<file path="config.mk">
export PLATFORM = sky130hd
export DESIGN_NAME = iec_counter
export DESIGN_NICKNAME = d
export VERILOG_FILES = /design/src/hw/iec_pkg.sv /design/src/hw/iec_counter.sv
export SDC_FILE = /design/constraint.sdc
export NUM_CORES = 1
export LEC_CHECK = 0
export BUFFER_PORTS_ARGS = -buffer_cell sky130_fd_sc_hd__buf_2
export CAP_MARGIN = 0
export CORE_ASPECT_RATIO = 0.7
export CORE_MARGIN = 5
export CORE_UTILIZATION = 48
export DETAILED_ROUTE_END_ITERATION = 10
export GPL_ROUTABILITY_DRIVEN = 0
export PLACE_DENSITY = 0.71
export SYNTH_ARGS = -nofsm -noshare
export SYNTH_HDL_FRONTEND = slang
export SYNTH_SLANG_ARGS = --single-unit
</file>
<file path="constraint.sdc">
create_clock -name i_mclk -period 16.99 [get_ports i_mclk]
set_input_delay 1.699 -clock i_mclk [delete_from_list [all_inputs] [get_ports i_mclk]]
set_output_delay 1.699 -clock i_mclk [all_outputs]
set_load 0.01 [all_outputs]
</file>
<file path="src/hw/iec_pkg.sv">
/*
  Constants, register map and carrier types of the incremental encoder
  counter. Assumes a 32-bit APB master and a 20 MHz system clock.
*/
package iec_pkg;

  // ==========================================================
  // Register offsets (byte addresses)
  localparam logic [11:0] IEC_OFF_CTRL   = 12'h000;
  localparam logic [11:0] IEC_OFF_KEY    = 12'h004;
  localparam logic [11:0] IEC_OFF_SUPPLY = 12'h008;
  localparam logic [11:0] IEC_OFF_LOWER  = 12'h00c;
  localparam logic [11:0] IEC_OFF_UPPER  = 12'h010;
  localparam logic [11:0] IEC_OFF_PRESET = 12'h014;
  localparam logic [11:0] IEC_OFF_COUNT  = 12'h018;
  localparam logic [11:0] IEC_OFF_STATUS = 12'h01c;

  // ==========================================================
  // Control field positions
  localparam int IEC_CTRL_MODE_LSB = 0;
  localparam int IEC_CTRL_EVAL_LSB = 4;
  localparam int IEC_CTRL_INV      = 8;
  localparam int IEC_CTRL_CERR     = 9;
  localparam int IEC_CTRL_COMPACT  = 10;

  // Status field positions
  localparam int IEC_ST_UNDER = 0;
  localparam int IEC_ST_OVER  = 1;
  localparam int IEC_ST_RANGE = 2;
  localparam int IEC_ST_B     = 3;
  localparam int IEC_ST_CFLT  = 4;

  // ==========================================================
  // Values
  localparam logic [31:0] IEC_UNLOCK_KEY = 32'h72657375;
  localparam logic [31:0] IEC_MAX32      = 32'hffffffff;
  localparam logic [31:0] IEC_MAX16      = 32'h0000ffff;
  localparam logic [31:0] IEC_LOWER_RST  = 32'h00000000;

  typedef enum logic [1:0] {
    IEC_EVAL_1X = 2'b00,
    IEC_EVAL_2X = 2'b01,
    IEC_EVAL_4X = 2'b10
  } iec_eval_t;

  typedef enum logic [1:0] {
    IEC_SUP_5V  = 2'b00,
    IEC_SUP_12V = 2'b01,
    IEC_SUP_24V = 2'b10
  } iec_sup_t;

  typedef enum logic [2:0] {
    IEC_M_QD_DIFF = 3'b000,
    IEC_M_PD_DIFF = 3'b001,
    IEC_M_QD_TTL  = 3'b010,
    IEC_M_PD_TTL  = 3'b011,
    IEC_M_QD_OC   = 3'b100,
    IEC_M_PD_OC   = 3'b101
  } iec_mode_t;

  typedef enum logic [1:0] {
    IEC_ST_IDLE   = 2'b00,
    IEC_ST_ACCESS = 2'b01
  } iec_bus_st_t;

  typedef struct packed {
    logic a;
    logic b;
    logic c;
  } iec_tracks_t;

  typedef struct packed {
    logic        sel;
    logic        enable;
    logic        write;
    logic [11:0] addr;
    logic [31:0] wdata;
  } iec_apb_req_t;

endpackage

</file>
<file path="src/hw/iec_counter.sv">
/*
  Incremental encoder position counter with an APB register slave.
  Assumes track inputs are asynchronous pins, the C fault level comes
  from the line receiver, and the APB master runs on i_mclk.
*/
// Operation
// - Mode selects quadrature or pulse/direction input
// - Zero-pulse fault detection off after reset
// - Enabled zero-pulse fault drives fault indicator
// - Supply selection 5/12/24 V, default 5 V
// - Supply writes need unlock key loaded
// - Count edges per 1-, 2-, 4-fold evaluation
// - Evaluation defaults to 4-fold
// - Default limits wrap from maximum to zero
// - Depth 32 bits standard, 16 compact
// - Below lower limit continue at upper limit
// - Limits writable only after unlock key
// - Reject limit unless lower below upper
// - Out-of-range preset loads and flags
// - New limits excluding count set flag
// - Underflow flag set, cleared below two thirds
// - Overflow flag set, cleared above one third
// - A leading B counts forward
// - Inversion swaps quadrature direction
// - Pulse mode: B low up, high down
// - Inversion swaps pulse direction too
// - Track B level shown in status
`timescale 1ns/1ns
module iec_counter
  import iec_pkg::*;
(
  input  wire logic        i_mclk,
  input  wire logic        i_rst,
  input  wire iec_tracks_t i_trk,
  input  wire logic        i_c_fault,
  input  wire logic        i_psel,
  input  wire logic        i_penable,
  input  wire logic        i_pwrite,
  input  wire logic [11:0] i_paddr,
  input  wire logic [31:0] i_pwdata,
  output logic      [31:0] o_prdata,
  output logic             o_pready,
  output logic             o_pslverr,
  output logic      [1:0]  o_supply_sel,
  output logic             o_c_fault_led
);

  // ==========================================================
  // Functions
  function automatic logic [31:0] iec_third(input logic [31:0] lo,
                                            input logic [31:0] hi,
                                            input logic        two);
    logic [33:0] span;
    span = {2'b00, hi - lo};
    if (two) begin
      iec_third = lo + 32'((span * 34'd2) / 34'd3);
    end else begin
      iec_third = lo + 32'(span / 34'd3);
    end
  endfunction

  function automatic logic iec_outside(input logic [31:0] v,
                                       input logic [31:0] lo,
                                       input logic [31:0] hi);
    iec_outside = (v < lo) || (v > hi);
  endfunction

  // ==========================================================
  // Synchronisers
  iec_tracks_t sync1_q;
  iec_tracks_t sync2_q;
  iec_tracks_t prev_q;

  always_ff @(posedge i_mclk or posedge i_rst) begin
    if (i_rst) begin
      sync1_q <= '0;
      sync2_q <= '0;
      prev_q  <= '0;
    end else begin
      sync1_q <= i_trk;
      sync2_q <= sync1_q;
      prev_q  <= sync2_q;
    end
  end

  // ==========================================================
  // Registers
  logic [2:0]  mode_q;
  iec_eval_t   eval_q;
  logic        inv_q;
  logic        cerr_en_q;
  logic        compact_q;
  logic [31:0] key_q;
  iec_sup_t    sup_q;
  logic [31:0] lower_q;
  logic [31:0] upper_q;
  logic        upper_set_q;
  logic [31:0] count_q;
  logic        under_q;
  logic        over_q;
  logic        range_q;
  logic        led_q;

  logic        wr_acc;
  logic        unlocked;
  logic        preset_wr;
  logic        lim_wr;
  logic [31:0] maxd;
  logic [31:0] eff_upper;
  logic [31:0] new_lower;
  logic [31:0] new_upper;

  assign wr_acc    = i_psel && i_penable && i_pwrite;
  assign unlocked  = (key_q == IEC_UNLOCK_KEY);
  assign maxd      = compact_q ? IEC_MAX16 : IEC_MAX32;
  assign eff_upper = upper_set_q ? upper_q : maxd;
  assign preset_wr = wr_acc && (i_paddr == IEC_OFF_PRESET);
  assign new_lower = (i_paddr == IEC_OFF_LOWER) ? i_pwdata : lower_q;
  assign new_upper = (i_paddr == IEC_OFF_UPPER) ? i_pwdata : eff_upper;
  assign lim_wr    = wr_acc && unlocked && (new_lower < new_upper) &&
                     ((i_paddr == IEC_OFF_LOWER) ||
                      (i_paddr == IEC_OFF_UPPER));

  always_ff @(posedge i_mclk or posedge i_rst) begin
    if (i_rst) begin
      mode_q    <= IEC_M_QD_DIFF;
      eval_q    <= IEC_EVAL_4X;
      inv_q     <= 1'b0;
      cerr_en_q <= 1'b0;
      compact_q <= 1'b0;
    end else if (wr_acc && (i_paddr == IEC_OFF_CTRL)) begin
      mode_q    <= i_pwdata[IEC_CTRL_MODE_LSB +: 3];
      eval_q    <= iec_eval_t'(i_pwdata[IEC_CTRL_EVAL_LSB +: 2]);
      inv_q     <= i_pwdata[IEC_CTRL_INV];
      cerr_en_q <= i_pwdata[IEC_CTRL_CERR];
      compact_q <= i_pwdata[IEC_CTRL_COMPACT];
    end
  end

  always_ff @(posedge i_mclk or posedge i_rst) begin
    if (i_rst) begin
      key_q <= '0;
    end else if (wr_acc && (i_paddr == IEC_OFF_KEY)) begin
      key_q <= i_pwdata;
    end
  end

  always_ff @(posedge i_mclk or posedge i_rst) begin
    if (i_rst) begin
      sup_q <= IEC_SUP_5V;
    end else if (wr_acc && unlocked && (i_paddr == IEC_OFF_SUPPLY) &&
                 (i_pwdata[1:0] != 2'b11)) begin
      sup_q <= iec_sup_t'(i_pwdata[1:0]);
    end
  end

  always_ff @(posedge i_mclk or posedge i_rst) begin
    if (i_rst) begin
      lower_q     <= IEC_LOWER_RST;
      upper_q     <= IEC_MAX32;
      upper_set_q <= 1'b0;
    end else if (lim_wr) begin
      lower_q <= new_lower;
      upper_q <= new_upper;
      if (i_paddr == IEC_OFF_UPPER) begin
        upper_set_q <= 1'b1;
      end
    end
  end

  // ==========================================================
  // Edge decode and direction
  logic a_rise;
  logic a_edge;
  logic b_edge;
  logic quad;
  logic step;
  logic fwd;
  logic quad_fwd;

  assign a_rise = sync2_q.a && !prev_q.a;
  assign a_edge = sync2_q.a ^ prev_q.a;
  assign b_edge = sync2_q.b ^ prev_q.b;
  assign quad   = !mode_q[0];
  // A leads B: on an A edge the new A differs from B
  assign quad_fwd = a_edge ? (sync2_q.a ^ sync2_q.b)
                           : !(sync2_q.a ^ sync2_q.b);

  always_comb begin
    case (eval_q)
      IEC_EVAL_1X: step = a_rise;
      IEC_EVAL_2X: step = a_edge;
      IEC_EVAL_4X: step = quad ? (a_edge || b_edge) : a_edge;
      default:     step = 1'b0;
    endcase
    if (quad) begin
      fwd = quad_fwd ^ inv_q;
    end else begin
      fwd = !sync2_q.b ^ inv_q;
    end
  end

  // ==========================================================
  // Counter and flags
  logic        wrap_up;
  logic        wrap_dn;
  logic [31:0] count_d;

  assign wrap_up = step && fwd && (count_q == eff_upper);
  assign wrap_dn = step && !fwd && (count_q == lower_q);

  always_comb begin
    count_d = count_q;
    if (preset_wr) begin
      count_d = i_pwdata & maxd;
    end else if (wrap_up) begin
      count_d = lower_q;
    end else if (wrap_dn) begin
      count_d = eff_upper;
    end else if (step && fwd) begin
      count_d = (count_q + 32'h00000001) & maxd;
    end else if (step) begin
      count_d = (count_q - 32'h00000001) & maxd;
    end
  end

  always_ff @(posedge i_mclk or posedge i_rst) begin
    if (i_rst) begin
      count_q <= '0;
    end else begin
      count_q <= count_d;
    end
  end

  always_ff @(posedge i_mclk or posedge i_rst) begin
    if (i_rst) begin
      under_q <= 1'b0;
    end else if (wrap_dn) begin
      under_q <= 1'b1;
    end else if (count_q < iec_third(lower_q, eff_upper, 1'b1)) begin
      under_q <= 1'b0;
    end
  end

  always_ff @(posedge i_mclk or posedge i_rst) begin
    if (i_rst) begin
      over_q <= 1'b0;
    end else if (wrap_up) begin
      over_q <= 1'b1;
    end else if (count_q > iec_third(lower_q, eff_upper, 1'b0)) begin
      over_q <= 1'b0;
    end
  end

  always_ff @(posedge i_mclk or posedge i_rst) begin
    if (i_rst) begin
      range_q <= 1'b0;
    end else begin
      range_q <= iec_outside(count_q, lower_q, eff_upper);
    end
  end

  always_ff @(posedge i_mclk or posedge i_rst) begin
    if (i_rst) begin
      led_q <= 1'b0;
    end else begin
      led_q <= cerr_en_q && i_c_fault;
    end
  end

  // ==========================================================
  // APB read path, no wait states
  iec_bus_st_t bus_q;
  logic [31:0] rd_d;
  logic        hit;

  always_comb begin
    rd_d = '0;
    hit  = 1'b1;
    case (i_paddr)
      IEC_OFF_CTRL:   rd_d = {21'h000000, compact_q, cerr_en_q, inv_q,
                              2'b00, eval_q, 1'b0, mode_q};
      IEC_OFF_KEY:    rd_d = {31'h00000000, unlocked};
      IEC_OFF_SUPPLY: rd_d = {30'h00000000, sup_q};
      IEC_OFF_LOWER:  rd_d = lower_q;
      IEC_OFF_UPPER:  rd_d = eff_upper;
      IEC_OFF_PRESET: rd_d = '0;
      IEC_OFF_COUNT:  rd_d = count_q;
      IEC_OFF_STATUS: rd_d = {27'h0000000, led_q, sync2_q.b, range_q,
                              over_q, under_q};
      default:        hit  = 1'b0;
    endcase
  end

  always_ff @(posedge i_mclk or posedge i_rst) begin
    if (i_rst) begin
      bus_q     <= IEC_ST_IDLE;
      o_pready  <= 1'b0;
      o_pslverr <= 1'b0;
      o_prdata  <= '0;
    end else begin
      case (bus_q)
        IEC_ST_IDLE: begin
          o_pready  <= 1'b0;
          o_pslverr <= 1'b0;
          if (i_psel && !i_penable) begin
            bus_q     <= IEC_ST_ACCESS;
            o_pready  <= 1'b1;
            o_pslverr <= !hit;
            o_prdata  <= i_pwrite ? 32'h00000000 : rd_d;
          end
        end
        IEC_ST_ACCESS: begin
          bus_q     <= IEC_ST_IDLE;
          o_pready  <= 1'b0;
          o_pslverr <= 1'b0;
        end
        default: bus_q <= IEC_ST_IDLE;
      endcase
    end
  end

  always_ff @(posedge i_mclk or posedge i_rst) begin
    if (i_rst) begin
      o_supply_sel  <= IEC_SUP_5V;
      o_c_fault_led <= 1'b0;
    end else begin
      o_supply_sel  <= sup_q;
      o_c_fault_led <= led_q;
    end
  end
endmodule

</file>
After elaboration in Yosys (flattened, before gate mapping)
Cells that the tools add are included.
{ "totals": {"rom_bits": 0, "mem_bits_rw": 0, "regBits": 188, "word_cells": 126, "memories": 0, "latchBits": 0} }
{ "op_classes": {"n_mux": 28, "n_eq_ne": 15, "multipliers": 0, "n_div": 2, "shift": 0, "n_bitwise": 8, "n_addsub": 5, "n_reduce_logical": 36, "magnitude_cmp": 5} }
{ "ops": {"columns": ["op", "count"], "rows": [
  ["32-bit 2-to-1 mux", 12],
  ["32-bit one-hot mux with 7 select lines", 1],
  ["32-bit bitwise AND", 3],
  ["32-bit < comparator", 3],
  ["32-bit adder", 2],
  ["32-bit equality test", 2],
  ["32-bit greater-than comparator", 2],
  ["12-bit by 5-bit equality test with 1-bit output (second input constant)", 4],
  ["32-bit by 2-bit divider with 34-bit output (second input constant)", 1],
  ["33-bit by 2-bit divider with 34-bit output (second input constant)", 1],
  ["32-bit by 1-bit adder with 32-bit output (second input constant)", 1],
  ["32-bit by 31-bit equality test with 1-bit output (second input constant)", 1],
  ["32-bit by 1-bit subtractor with 32-bit output (second input constant)", 1],
  ["32-bit subtractor", 1],
  ["12-bit by 4-bit equality test with 1-bit output (second input constant)", 2],
  ["1-bit logical AND", 17],
  ["12-bit by 3-bit equality test with 1-bit output (second input constant)", 1],
  ["12-bit zero test", 1],
  ["1-bit 2-to-1 mux", 10],
  ["8-bit OR reduction", 1],
  ["1-bit zero test", 6],
  ["2-bit nonzero test", 3],
  ["5-bit nonzero test", 1],
  ["1-bit XOR", 5],
  ["other kinds (9)", 17]
]} }

Depth between registers and ports, before layout
{ "depth": {"depth_word": 12, "mapped_depth": 89, "ltp_nobuf": 79} }

Least setup slack after synthesis
No wires, ideal clock.
{ "synth_timing": {"path_type": "reg-to-reg", "start": "register upper_set_q", "end": "register under_q", "arrival_time_ns": 15.202, "stages_incl_launch_ff": 89, "n_path_buf": 9, "required_time_ns": 16.872, "period_less_slack_ns": 15.320, "path_slack_ns": 1.670, "setup_time_ns": 0.118, "path_cell_list": "dfrtp_1 -> nor2_1 -> clkbuf_1 -> a21o_1 -> ha_1 -> buf_6 -> a21oi_2 -> o21ai_1 -> o21bai_1 -> or3_1 -> o21ba_4 -> xnor2_1 -> nor2_2 -> a221oi_1 -> o22ai_2 -> o22ai_4 -> buf_6 -> mux2i_1 -> (+53 left out) -> o21a_1 -> o21ai_0 -> nand2b_1 -> a21oi_1 -> nor2b_1 -> o21a_1 -> o21a_1 -> or2_2 -> ha_1 -> o21ai_0 -> nand2b_1 -> a21oi_1 -> nor2b_1 -> o21ai_0 -> nand2b_1 -> a21oi_1 -> o31ai_1 -> a21o_1"} }
{ "synth_between": {"elab_chain_len": 7} }
{ "synth_lines": {"columns": ["item", "line", "rtl"], "rows": [
  ["start: declaration", "iec_counter.sv:97", "logic upper_set_q;"],
  ["start signal: assignment", "iec_counter.sv:161", "upper_set_q <= 1'b0;"],
  ["start signal: assignment", "iec_counter.sv:166", "upper_set_q <= 1'b1;"],
  ["32-bit 2-to-1 mux", "iec_counter.sv:116", "assign eff_upper = upper_set_q ? upper_q : maxd;"],
  ["32-bit subtractor", "iec_counter.sv:54", "span = {2'b00, hi - lo};"],
  ["33-bit by 2-bit divider with 34-bit output", "iec_counter.sv:56", "iec_third = lo + 32'((span * 34'd2) / 34'd3);"],
  ["32-bit adder", "iec_counter.sv:56", null],
  ["32-bit 2-to-1 mux", "iec_counter.sv:238", "end else if (wrap_dn) begin"],
  ["32-bit < comparator", "iec_counter.sv:240", "end else if (count_q < iec_third(lower_q, eff_upper, 1'b1)) begin"],
  ["2-bit nonzero test (no line)", null, null],
  ["end signal: assignment", "iec_counter.sv:237", "under_q <= 1'b0;"],
  ["end signal: assignment", "iec_counter.sv:239", "under_q <= 1'b1;"],
  ["end signal: assignment", "iec_counter.sv:241", "under_q <= 1'b0;"],
  ["end: declaration", "iec_counter.sv:99", "logic under_q;"]
]} }
No other way between the ends. The select of a mux whose other input is x is not followed.
A chain may end at the register's enable or synchronous reset.

Worst setup path after layout
Ends and elaborated chain as after synthesis.

==> results.cfg <==
[power]
clockPowerShare = 0.221
p_leak_uw = 0.0120
p_sw_uw = 778
vdd_drop_max_mv = 0.0637
power.density_nw_per_um2 = 72.9
swShare = 0.412
p_int_uw = 1110
power_uw = 1890
pwr-share-seq = 0.277
power_frac_comb = 0.502

[synth]
yosysMostFrequentCell = a21oi_1
ys.flop_type = dfrtp_1
synth_edf_count = 0
synthesis.area_sq_um = 22200
async_flop_share = 1.00
ys_ff_latch = 187
yosys-top-cells-area = dfrtp_1, ha_1, a21oi_1
netlist_instances = 2796
synth_top_area_share = 0.174
yosysWarnings = 0
synth-seq-area-share = 0.213
avgSynthCellArea_sq_um = 7.93
yosys-top-cells-count = a21oi_1, ha_1, nand2_1
synth_largest_area_cell = dfrtp_1
syn-num-nets = 3138
ys_types = 114

[timing]
period_share = 0.969
tightestPinTransition_ns = 1.20
period_minus_slack_ns = 16.46
hold_violations = 0
fmax_mhz = 60.8
setup_viol = 0
slew_headroom = 0.195
finClkSkew_ns = 0.0180
finalMaxSlewViolations = 0

[floorplanning]
die_area_sq_um = 50700
core_area_sq_um = 45400
die_h_microns = 190
ioPinCount = 90
start_util = 0.489
num_rows = 65
fp.dieW_microns = 267

[global_route]
antenna_found_initial = 2
top_usage_layer = met1
grt_max_degree = 120
use_met1 = 0.439
grt_first_pass_wirelength_microns = 121000
gr-usage-met2 = 0.427
grt_use_met3 = 0.0658
first_global_vias = 21881
grt_use_total = 0.292
grt_remaining_overflow = 0

[route]
routed_wl_microns = 77900
drcViolationCount = 0
drt-pass1-iter-count = 7
via_per_inst = 6.41
first_iter_violations = 3302
wl_per_cell_microns = 21.4
vias = 23347
ant_nets = 0

[critical_path]
start_kind = register
cpMostUsedCell = buf_4
cp.arrival_ns = 16.80
slowest_delay_ns = 0.50
worstPathRequired_ns = 17.33
endpoint_kind = register
crit_slowest_cell = dfrtp_2
path_max_fanout = 12
crit_type = register to register
r2r_cells = 86
r2r_slack_ns = 0.53

[finish]
regArea_sq_um = 4720
fin_util = 0.571
fillers = 4103
antenna_cells = 0
nets = 3369
multi_input_comb_area_sq_um = 16800
area_growth_pct = 16.8
drive_gt1_frac = 0.210

[clocking]
cts.sinks = 187
clk_latency_ns = 0.46
cts_made_buffers = 17
cts_tree = built
htreeDepth = 4
clockBufferDepth = 2
path_clk_slew_ns = 0.07
clockRootBuffer = clkbuf_16

[flow_run]
maxCapViolCount = 0

[placement]
io_buffers = 88
hpwl_microns = 59400

[min_path]
min_delay_path_depth = 0
hold_path.class = register to register

[status]
outcome = completed
## sequential cells by signal, indices dropped and copies added (netlist names), 3 cells and up
signal and flops:
key_q 32, count_q 32, lower_q 32, mode_q 3, upper_q 32, o_prdata 32
## critical path, delay by kind of cell, from the launching register on
kind / cells / cell delay [ns]
AO/OA/AOI/OAI: 49 / 9.08
XOR/XNOR: 2 / 0.34
adder cells (fa/ha/maj): 4 / 1.03
buffers and inverters: 11 / 1.75
flip-flops: 1 / 0.50
AND/OR/NAND/NOR: 20 / 3.58
## final cells by class
class,instances,share of cell area
Timing Repair Buffer,346,0.0941
Inverter,161,0.0236
Tap cell,603,0.0291
Multi-Input combinational cell,2314,0.649
Clock inverter,13,0.00546
Sequential cell,187,0.182
Clock buffer,19,0.0167
## per-stage QoR
stage	cell area (sq um)	hold WS, ns	std cells	setup TNS (ns)	worst slack, ns
floorplan	22200	0.331	2796	0	1.67
global placement	24600	0.338	3583	0	0.0745
detailed placement	24600	0.339	3583	-0.709	-0.418
CTS	25200	0.357	3618	0	0.0567
global route	25900	0.368	3643	-0.519	-0.266
finish	25900	0.356	3643	0	0.529
## cells in the final DEF (no fill, tap or decap), drive strengths merged, types with 8 or more instances in the layout
cell type	count
o21a	28
nor3	51
o22ai	17
o2111ai	8
a211oi	64
a31oi	13
a21boi	9
dfrtp	154
a21o	49
or3	9
nor2b	42
and3	17
and2	14
xnor2	120
a22oi	20
nand4	45
a222oi	29
o31ai	18
nand3	46
xor2	37
inv	164
nor4	15
nor2	181
ha	285
nand2	281
a21oi	297
o211ai	19
a221oi	12
or2	11
o21ai	261
mux2	76
nand2b	64
dfstp	33
o21bai	54
buf	346
clkbuf	19
mux2i	14
## kinds of logic after synthesis
family / share of synthesized area
AOI/OAI and AO/OA: 0.283
and+or+nand+nor: 0.173
DFF: 0.213
xor gates and xnor gates: 0.0637
buffers and inverters: 0.0557
muxes: 0.0462
adders and majority gates: 0.165
## repair_timing
item,CTS,global route
resized for setup,7,118
setup buffers,3,24
pin swaps,3,37
hold buffers,0,0
setup endpoints to repair,2,2
cloned,0,1
## worst paths after layout
check / start / to
worst max-delay path: upper_set_q / under_q
worst min-delay path: sync1_q[1] / sync2_q[1]
worst max register to register: upper_set_q / under_q
worst min register to register: sync1_q[1] / sync2_q[1]
max in group asynchronous: i_rst / upper_set_q
min in group asynchronous: i_rst / o_prdata[1]
## routing by layer
layer  vias up  wire length, microns
li1      10715                     -
met1     11126                 34300
met2      1351                 32000
met3       151                  9700
met4         4                  1820
met5         -                    34
## power by group through the flow
stage | clock network (uW) | registers (uW) | logic (uW)
floorplan | 0 | 503 | 643
global placement | 0 | 529 | 844
detailed placement | 0 | 529 | 885
CTS | 416 | 521 | 897
global route | 436 | 525 | 1050
finish | 417 | 523 | 949
(Power assumes the default switching activity.)
